File: src/hw/ifdb_pkg.sv
// Constants shared by the interrupt flag and DMA burst block
// Overview of operation
// - Burst channel keeps transferring until count zero
// - Burst select register, one bit per channel
// - Vanished request answers with default vector
// - Level mode passes pin straight to request
// - Edge to level switch clears the flag
// - Level to edge switch keeps flags
// - Receive flag cleared only by reset or read
// - Level pin drop lowers the request but leaves the latched flag set
// - Count zero raises end flag, clears start vector
package ifdb_pkg;

	localparam int NUM_CH  = 8;
	localparam int NUM_EXT = 4;
	localparam int CNT_W   = 16;
	localparam int SVEC_W  = 6;
	localparam int VEC_W   = 16;
	localparam int ST_W    = 13;
	localparam int ADDR_W  = 12;

	// Register indices; byte address is four times the index
	localparam logic [9:0] IDX_START_VEC0 = 10'h100;
	localparam logic [9:0] IDX_BURST      = 10'h108;
	localparam logic [9:0] IDX_MODE       = 10'h109;
	localparam logic [9:0] IDX_STATUS     = 10'h10a;
	localparam logic [9:0] IDX_CLEAR      = 10'h10b;
	localparam logic [9:0] IDX_ENABLE     = 10'h10c;
	localparam logic [9:0] IDX_COUNT0     = 10'h110;

	// Status layout
	localparam int ST_EXT_LSB = 0;
	localparam int ST_RX_BIT  = 4;
	localparam int ST_END_LSB = 5;

	// Reset values
	localparam logic [7:0]        BURST_RST  = 8'h00;
	localparam logic [3:0]        MODE_RST   = 4'h0;
	localparam logic [ST_W-1:0]   ENABLE_RST = 13'h0000;
	localparam logic [SVEC_W-1:0] SVEC_RST   = 6'h00;
	localparam logic [CNT_W-1:0]  COUNT_RST  = 16'h0000;

	// Vectors
	localparam logic [VEC_W-1:0] DEFAULT_VEC  = 16'h0004;
	localparam logic [VEC_W-1:0] SRC_VEC_BASE = 16'h0020;

	typedef enum logic {DMA_IDLE, DMA_RUN} ifdb_dma_state_t;

endpackage : ifdb_pkg

File: src/hw/ifdb_ext_flag.sv
// Request flag for one external interrupt input, edge or level mode
`timescale 1ns/100ps
`default_nettype none
module ifdb_ext_flag
	import ifdb_pkg::*;
(
	input  wire logic clock,
	input  wire logic rst_n,
	input  wire logic pinIn,
	input  wire logic levelMode,
	input  wire logic clearReq,
	output logic      request
);

	logic pinPrev;
	logic modePrev;
	logic latched;
	logic setReq;
	logic clrReq;
	logic next_latched;

	// Edge sets in edge mode; in level mode the pin drives the set path
	assign setReq = levelMode ? pinIn : (pinIn & ~pinPrev);
	assign clrReq = clearReq | (levelMode & ~modePrev);
	// Set wins over clear; leaving level mode touches nothing
	assign next_latched = setReq ? 1'b1 : (clrReq ? 1'b0 : latched);
	// Level mode bypasses the latch, so a pin drop lowers the request but leaves the latch set
	assign request = levelMode ? pinIn : latched;

	// Flag and history
	always_ff @(posedge clock) begin
		if (!rst_n) begin
			pinPrev  <= 1'b0;
			modePrev <= 1'b0;
			latched  <= 1'b0;
		end else begin
			pinPrev  <= pinIn;
			modePrev <= levelMode;
			latched  <= next_latched;
		end
	end

endmodule : ifdb_ext_flag
`default_nettype wire

File: src/hw/ifdb_top.sv
// Interrupt request flags, vector answer and DMA burst control
`timescale 1ns/100ps
`default_nettype none
module ifdb_top
	import ifdb_pkg::*;
(
	input  wire logic              clock,
	input  wire logic              rst_n,
	// APB slave
	input  wire logic              psel,
	input  wire logic              penable,
	input  wire logic              pwrite,
	input  wire logic [ADDR_W-1:0] paddr,
	input  wire logic [31:0]       pwdata,
	output logic      [31:0]       prdata,
	output logic                   pready,
	output logic                   pslverr,
	// External request pins
	input  wire logic [NUM_EXT-1:0] extIrqIn,
	// Serial receive events
	input  wire logic              rxEvent,
	input  wire logic              rxBufRead,
	// Vector fetch
	input  wire logic              vecReq,
	input  wire logic [3:0]        vecSrc,
	output logic                   vecValid,
	output logic      [VEC_W-1:0]  vecData,
	// DMA start and bus transfer
	input  wire logic              srcReq,
	input  wire logic [SVEC_W-1:0] srcVec,
	output logic                   dmaXferReq,
	output logic      [2:0]        dmaXferCh,
	input  wire logic              dmaXferAck,
	// Interrupt out
	output logic                   irq
);

	// Word index decode
	function automatic logic isReg(input logic [ADDR_W-1:0] a, input logic [9:0] idx);
		isReg = (a[ADDR_W-1:2] == idx) && (a[1:0] == 2'b00);
	endfunction : isReg

	// Lowest set bit of a channel mask
	function automatic logic [2:0] lowest(input logic [NUM_CH-1:0] m);
		lowest = 3'd0;
		for (int i = NUM_CH - 1; i >= 0; i--) begin
			if (m[i]) begin
				lowest = i[2:0];
			end
		end
	endfunction : lowest

	// Vector assigned to each status source
	function automatic logic [VEC_W-1:0] srcVector(input logic [3:0] s);
		srcVector = SRC_VEC_BASE + {10'h000, s, 2'b00};
	endfunction : srcVector

	// One-hot bit of a channel
	function automatic logic [NUM_CH-1:0] chanBit(input logic [2:0] ch);
		chanBit = 8'h01 << ch;
	endfunction : chanBit

	// Eight-word bank decode for the per-channel registers
	function automatic logic inBank(input logic [ADDR_W-1:0] a, input logic [9:0] base);
		inBank = (a[ADDR_W-1:5] == base[9:3]) && (a[1:0] == 2'b00);
	endfunction : inBank

	logic [7:0]        burstSel;
	logic [3:0]        extMode;
	logic [ST_W-1:0]   irqEnable;
	logic              rxFlag;
	logic [NUM_CH-1:0] endFlag;
	logic [NUM_CH-1:0] pend;
	logic [SVEC_W-1:0] startVec [NUM_CH];
	logic [CNT_W-1:0]  xferCount [NUM_CH];
	logic [2:0]        actCh;
	ifdb_dma_state_t   dmaState;
	logic [NUM_EXT-1:0] extReq;
	logic [NUM_EXT-1:0] extClear;
	logic [ST_W-1:0]   status;

	// Bus decode
	logic              accessPh;
	logic              wrEn;
	logic              rdSel;
	logic [9:0]        wIdx;
	logic              hitStart;
	logic              hitCount;
	logic              hitBurst;
	logic              hitMode;
	logic              hitStatus;
	logic              hitClear;
	logic              hitEnable;
	logic              mapped;
	logic [2:0]        regCh;
	logic [31:0]       next_prdata;
	logic              wrStart;
	logic              wrCount;

	assign accessPh  = psel & penable;
	assign wIdx      = paddr[ADDR_W-1:2];
	assign regCh     = wIdx[2:0];
	assign hitStart  = inBank(paddr, IDX_START_VEC0);
	assign hitCount  = inBank(paddr, IDX_COUNT0);
	assign hitBurst  = isReg(paddr, IDX_BURST);
	assign hitMode   = isReg(paddr, IDX_MODE);
	assign hitStatus = isReg(paddr, IDX_STATUS);
	assign hitClear  = isReg(paddr, IDX_CLEAR);
	assign hitEnable = isReg(paddr, IDX_ENABLE);
	assign mapped    = hitStart | hitCount | hitBurst | hitMode | hitStatus
	                 | hitClear | hitEnable;
	// Write lands on the edge where the master sees pready
	assign wrEn      = accessPh & pready & pwrite & mapped;
	assign rdSel     = accessPh & ~pready & ~pwrite;
	// Per-channel writes; the sequencer still wins on the same edge
	assign wrStart   = wrEn & hitStart;
	assign wrCount   = wrEn & hitCount;

	// Read mux; clear register reads as zero
	always_comb begin
		next_prdata = 32'h0000_0000;
		if (hitStart) begin
			next_prdata = {26'h000_0000, startVec[regCh]};
		end else if (hitCount) begin
			next_prdata = {16'h0000, xferCount[regCh]};
		end else if (hitBurst) begin
			next_prdata = {24'h00_0000, burstSel};
		end else if (hitMode) begin
			next_prdata = {28'h000_0000, extMode};
		end else if (hitStatus) begin
			next_prdata = {19'h0_0000, status};
		end else if (hitEnable) begin
			next_prdata = {19'h0_0000, irqEnable};
		end
	end

	// One wait state, then the answer
	always_ff @(posedge clock) begin
		if (!rst_n) begin
			pready  <= 1'b0;
			pslverr <= 1'b0;
			prdata  <= 32'h0000_0000;
		end else begin
			pready  <= accessPh & ~pready;
			pslverr <= accessPh & ~pready & ~mapped;
			prdata  <= rdSel ? next_prdata : 32'h0000_0000;
		end
	end

	// Software registers
	always_ff @(posedge clock) begin
		if (!rst_n) begin
			burstSel  <= BURST_RST;
			extMode   <= MODE_RST;
			irqEnable <= ENABLE_RST;
		end else if (wrEn) begin
			if (hitBurst) begin
				burstSel <= pwdata[7:0];
			end
			if (hitMode) begin
				extMode <= pwdata[3:0];
			end
			if (hitEnable) begin
				irqEnable <= pwdata[ST_W-1:0];
			end
		end
	end

	// Vector fetch clears the accepted flag, except the receive flag
	logic              vecHit;
	logic [ST_W-1:0]   vecClr;
	logic [ST_W-1:0]   wrClr;
	logic              vecFlagSet;

	assign vecHit     = vecReq & (vecSrc < 4'(ST_W));
	assign vecFlagSet = vecHit & status[vecSrc];
	assign vecClr     = vecFlagSet ? (13'h0001 << vecSrc) : 13'h0000;
	assign wrClr      = (wrEn & hitClear) ? pwdata[ST_W-1:0] : 13'h0000;

	// External flag cells
	genvar gi;
	generate
		for (gi = 0; gi < NUM_EXT; gi++) begin : g_ext
			assign extClear[gi] = wrClr[ST_EXT_LSB + gi] | vecClr[ST_EXT_LSB + gi];
			ifdb_ext_flag u_flag (
				.clock     (clock),
				.rst_n     (rst_n),
				.pinIn     (extIrqIn[gi]),
				.levelMode (extMode[gi]),
				.clearReq  (extClear[gi]),
				.request   (extReq[gi])
			);
		end
	endgenerate

	// Receive flag ignores the clear register and vector fetch
	always_ff @(posedge clock) begin
		if (!rst_n) begin
			rxFlag <= 1'b0;
		end else if (rxEvent) begin
			rxFlag <= 1'b1;
		end else if (rxBufRead) begin
			rxFlag <= 1'b0;
		end
	end

	assign status = {endFlag, rxFlag, extReq};

	// Vector answer; a flag gone by the fetch gets the default
	always_ff @(posedge clock) begin
		if (!rst_n) begin
			vecValid <= 1'b0;
			vecData  <= DEFAULT_VEC;
		end else begin
			vecValid <= vecReq;
			if (vecReq) begin
				vecData <= vecFlagSet ? srcVector(vecSrc) : DEFAULT_VEC;
			end
		end
	end

	// Level interrupt output
	always_ff @(posedge clock) begin
		if (!rst_n) begin
			irq <= 1'b0;
		end else begin
			irq <= |(status & irqEnable);
		end
	end

	// DMA start matching; lowest channel takes a shared vector
	logic [NUM_CH-1:0] match;
	logic [NUM_CH-1:0] startHit;
	logic [NUM_CH-1:0] takeMask;
	logic [NUM_CH-1:0] endSet;
	logic              lastXfer;
	logic              doneXfer;
	logic              grab;
	logic [2:0]        grabCh;
	logic [NUM_CH-1:0] live;
	logic [NUM_CH-1:0] pendLive;
	logic              singleDone;

	// A channel is live while it has a start vector and a count left
	always_comb begin
		match = '0;
		live  = '0;
		for (int i = 0; i < NUM_CH; i++) begin
			live[i]  = (startVec[i] != SVEC_RST) && (xferCount[i] != COUNT_RST);
			match[i] = srcReq && (startVec[i] == srcVec) && live[i];
		end
	end

	// A start caught on the last transfer's edge must not rerun the channel at count 0
	assign pendLive   = pend & live;
	assign startHit   = (|match) ? chanBit(lowest(match)) : 8'h00;
	assign grab       = (dmaState == DMA_IDLE) && (|pendLive);
	assign grabCh     = lowest(pendLive);
	assign takeMask   = grab ? chanBit(grabCh) : 8'h00;
	assign doneXfer   = (dmaState == DMA_RUN) && dmaXferAck;
	assign lastXfer   = doneXfer && (xferCount[actCh] == 16'h0001);
	assign singleDone = doneXfer && !burstSel[actCh];
	assign endSet     = lastXfer ? chanBit(actCh) : 8'h00;

	// Pending starts; a new start wins over the take
	always_ff @(posedge clock) begin
		if (!rst_n) begin
			pend <= '0;
		end else begin
			pend <= (pendLive & ~takeMask) | startHit;
		end
	end

	// End flags; hardware set wins over software clear
	always_ff @(posedge clock) begin
		if (!rst_n) begin
			endFlag <= '0;
		end else begin
			endFlag <= (endFlag & ~wrClr[ST_END_LSB +: NUM_CH]
			          & ~vecClr[ST_END_LSB +: NUM_CH]) | endSet;
		end
	end

	// Start vectors and counters; hardware update wins over the bus
	always_ff @(posedge clock) begin
		if (!rst_n) begin
			for (int i = 0; i < NUM_CH; i++) begin
				startVec[i]  <= SVEC_RST;
				xferCount[i] <= COUNT_RST;
			end
		end else begin
			for (int i = 0; i < NUM_CH; i++) begin
				if (lastXfer && (actCh == i[2:0])) begin
					startVec[i] <= SVEC_RST;
				end else if (wrStart && (regCh == i[2:0])) begin
					startVec[i] <= pwdata[SVEC_W-1:0];
				end
				if (doneXfer && (actCh == i[2:0])) begin
					xferCount[i] <= xferCount[i] - 16'h0001;
				end else if (wrCount && (regCh == i[2:0])) begin
					xferCount[i] <= pwdata[CNT_W-1:0];
				end
			end
		end
	end

	// Transfer sequencer; bus goes back to the CPU between single transfers
	always_ff @(posedge clock) begin
		if (!rst_n) begin
			dmaState   <= DMA_IDLE;
			dmaXferReq <= 1'b0;
			dmaXferCh  <= 3'd0;
			actCh      <= 3'd0;
		end else begin
			case (dmaState)
				DMA_IDLE: begin
					if (grab) begin
						actCh      <= grabCh;
						dmaXferCh  <= grabCh;
						dmaXferReq <= 1'b1;
						dmaState   <= DMA_RUN;
					end
				end
				DMA_RUN: begin
					if (lastXfer) begin
						dmaXferReq <= 1'b0;
						dmaState   <= DMA_IDLE;
					end else if (singleDone) begin
						dmaXferReq <= 1'b0;
						dmaState   <= DMA_IDLE;
					end
					// Burst keeps the request up until the count runs out
				end
				default: begin
					dmaState   <= DMA_IDLE;
					dmaXferReq <= 1'b0;
				end
			endcase
		end
	end

endmodule : ifdb_top
`default_nettype wire

File: config.mk
export PLATFORM = sky130hd
export DESIGN_NAME = ifdb_top
export DESIGN_NICKNAME = d
export VERILOG_FILES = /design/src/hw/ifdb_pkg.sv /design/src/hw/ifdb_ext_flag.sv /design/src/hw/ifdb_top.sv
export SDC_FILE = /design/constraint.sdc
export NUM_CORES = 1
export LEC_CHECK = 0
export BUFFER_PORTS_ARGS = -buffer_cell sky130_fd_sc_hd__buf_2
export CAP_MARGIN = 20
export CORE_ASPECT_RATIO = 0.5
export CORE_MARGIN = 5
export CORE_UTILIZATION = 51
export CTS_CLUSTER_SIZE = 24
export DETAILED_ROUTE_END_ITERATION = 16
export PLACE_DENSITY = 0.7
export SKIP_LAST_GASP = 1
export SLEW_MARGIN = 20
export SYNTH_ARGS = -nofsm -noshare
export SYNTH_HDL_FRONTEND = slang
export SYNTH_SLANG_ARGS = --single-unit
File: constraint.sdc
create_clock -name clock -period 4.3 [get_ports clock]
set_input_delay 1.29 -clock clock [delete_from_list [all_inputs] [get_ports clock]]
set_output_delay 1.29 -clock clock [all_outputs]
set_load 0.05 [all_outputs]
==> impl_results.md <==
* Status: completed
* Worst slew pin tran at 0.9762 ns
* First-pass iteration count of the detailed router at 6
* Critical path endpoint category: flip-flop
* Leakage at 6.192 nW
* Post-CTS Resized at 0
* Data required, critical path at 4.57 ns
* Internal reg-to-reg setup slack at 0.58 ns
* Core ar. at 30630 sq um
* Final core utilization at 58.13%
* Cells after Synth at 1619
* # rows at 45
* Die area at 35230 sq um
* Period utilisation layout at 86.42%
* Power Internal at 4.388 mW
* Min Tclk post-route at 3.716 ns
* Initial core utilization at 52.24%
* Grt met2 use at 43.93%
* First-pass GRT wire length at 82480 um
* Gpl congestion at 0.9922
* Worst endpoint data arrival time at 3.99 ns
* CTS Root Cell: clkbuf_16
* List of most frequent post-synthesis cells: nand2_1 (178), edfxtp_1 (176), nor2_1 (159)
* Syn Area/Cell at 9.883 sq um
* Initial detailed-routing violation count at 1929
* Largest net degree at the start of global routing at 47
* # fillers at 2655
* Worst setup SP type: flip-flop
* Pwr dens at 336.6 nW/um^2
* Max rail drop VDD at 0.2607 mV
* Synth unique cells at 79
* H-tree depth at 1
* Total wire length at 55060 um
* Met3 usage at 9.741%
* CTS tree: done
* TritonCTS Sinks at 263
* Yosys top cell area share at 33.03%
* Peak Freq at 0.2691 GHz
* Switch share at 26.78%
* Met1 Resource Use GR at 46.02%
* Detailed Place HPWL at 39800 um
* Fin. Hold Viols at 0
* Top-count cell post-synth: nand2_1
* Post-Syn Area at 16000 sq um
* Gr busiest metal: met1
* Top cell type by total area after synthesis: edfxtp_1
* Sequential area share after synthesis at 43.92%
* N_diodes at 0
* Synth-to-Final Area Change at 11.28%
* Postcts setup bufs at 0
* Synth Warn # at 0
* Cts bufs inserted at 26
* Max Slew Vio Count at 0
* I/O pins at 124
* Top post-synthesis cells by area: edfxtp_1 (33%), dfxtp_1 (11%), mux4_2 (6.6%)
* Clock transition at the registers of the reported paths at 0.06 ns
* Port Buf Inserts at 80
* Vias in the first global route at 12910
* Share of cells above drive strength 1 at 16.04%
* Worst skew pair latency at 0.56 ns
* CP max FO at 16
* DRC viols at 0
* Sequential share of power at 48.4%
* Setup Skew at 0.01867 ns
* Flops & latches, synth at 263
* Unrepaired setup endpoints after global routing: no
* Top_reg_cell synth: edfxtp_1
* Setup Total Neg Slack at 0 ns
* Vias per std cell at 6.465
* Gr ovfl total at 0
* Avg WL per Cell at 25.84 um
* Final setup fails at 0
* Clock power share at 40.2%
* Final nets at 1764
* Slew HR at 34.38%
* Gate power share at 11.4%
* Die Wd at 260.5 um
* Total global-route track usage at 30.90%
* Post-route ant nets at 0
* Crit Path Class: flip-flop to flip-flop
* Maxcap violations at 0
* Vias post-DR at 13780
* Maximum buffer depth of the clock tree at 3
* Hold WC Path Type: flip-flop to flip-flop
* Psw at 1.605 mW
* Initial antenna violation count at 1
* Hold_buf cts at 0
* Number of synthesized flops with an enable pin at 176
* Die height at 135.2 um
* Post-synth ARST share at 0%
[worst max-delay path, stage by stage (launching register included)]
cell and delay, ns:
edfxtp_1 0.46, or4_1 0.60, or3_1 0.33, o31ai_1 0.54
a211oi_1 0.21, a221oi_4 0.66, nand2_1 0.25, o211ai_1 0.17
buf_4 0.19
[metal layers]
metal | up-vias | routed length, um
li1 | 6066 | -
met1 | 6666 | 23010
met2 | 951 | 22640
met3 | 92 | 8078
met4 | 2 | 1315
met5 | - | 20
[per-stage QoR]
step,area (sq um),hold slack [ns],power [mW],std cells,setup WS [ns]
floorplan,16100,0.4442,3.375,1645,0.1137
global placement,16900,0.4535,3.596,2083,0.2896
detailed placement,16900,0.4580,3.608,2083,0.2380
CTS,17800,0.4774,5.982,2131,0.6497
global route,17800,0.5076,6.160,2131,0.4330
finish,17800,0.4727,5.992,2131,0.5839
[kinds of logic (layout without fill, tap and decap cells)]
group,Yosys count,count (layout),share of synthesized area [%]
buffers and inverters,163,226,4.708
AO/OA/AOI/OAI,297,297,12.68
other,1,27,0.02344
flip-flops,263,263,43.92
adder cells (fa/ha/maj),8,8,0.6256
multiplexers,99,99,9.970
XOR/XNOR,149,149,8.156
AND/OR/NAND/NOR,639,639,19.92
[registers in the layout, summed over array words and instances, names as in the netlist, named ones only]
| name | flops |
|---|---|
| pslverr | 1 |
| extMode | 4 |
| vecValid | 1 |
| burstSel | 8 |
| g_ext.u_flag.pinPrev | 4 |
| vecData | 5 |
| actCh | 3 |
| startVec | 48 |
| dmaXferReq | 1 |
| prdata | 16 |
| g_ext.u_flag.latched | 4 |
| dmaState | 1 |
| irqEnable | 13 |
| irq | 1 |
| g_ext.u_flag.modePrev | 4 |
| endFlag | 8 |
| xferCount | 128 |
| rxFlag | 1 |
| pready | 1 |
| pend | 8 |
[power groups by stage]
stage	Combinational, mW	Sequential [mW]	Clock, mW
2_1_floorplan	0.463	2.91	0
3_3_place_gp	0.654	2.94	0
3_5_place_dp	0.663	2.94	0
4_1_cts	0.667	2.89	2.42
5_1_grt	0.720	2.90	2.54
6_report	0.683	2.90	2.41
[area by class of cell]
class / count / area, sq um / area share (%)
Timing Repair Buffer: 141 / 860.8 / 4.835
Tap cell: 423 / 529.3 / 2.973
Clock buffer: 40 / 855.8 / 4.807
Multi-Input combinational cell: 1219 / 8344 / 46.87
Inverter: 37 / 138.9 / 0.7800
Clock inverter: 8 / 48.80 / 0.2741
Sequential cell: 263 / 7027 / 39.47
[cell usage in the layout, fill, tap and decap left out, types with 24 or more instances in the layout]
| master | instances |
|---|---|
| edfxtp_1 | 176 |
| nor4_1 | 27 |
| o21ai_0 | 94 |
| mux4_2 | 47 |
| clkbuf_16 | 28 |
| nand2_1 | 178 |
| nor3_1 | 56 |
| xor2_1 | 46 |
| or3_1 | 24 |
| a211oi_1 | 43 |
| nor2_1 | 159 |
| a21oi_1 | 37 |
| mux2i_1 | 39 |
| dfxtp_1 | 87 |
| buf_2 | 79 |
| xnor2_1 | 103 |
| inv_1 | 36 |
| and2_1 | 57 |
| buf_4 | 62 |
| conb_1 | 27 |
[path summary, 6_finish.rpt]
kind | cells after the start | startpoint | to
max | 8 | xferCount[3][12] | startVec[3][1]
min | 2 | vecData[6] | vecData[6]
min reg2reg | 2 | vecData[6] | vecData[6]
max reg2reg | 8 | xferCount[3][12] | startVec[3][1]
Note: power is estimated with default switching activity, not from simulation.
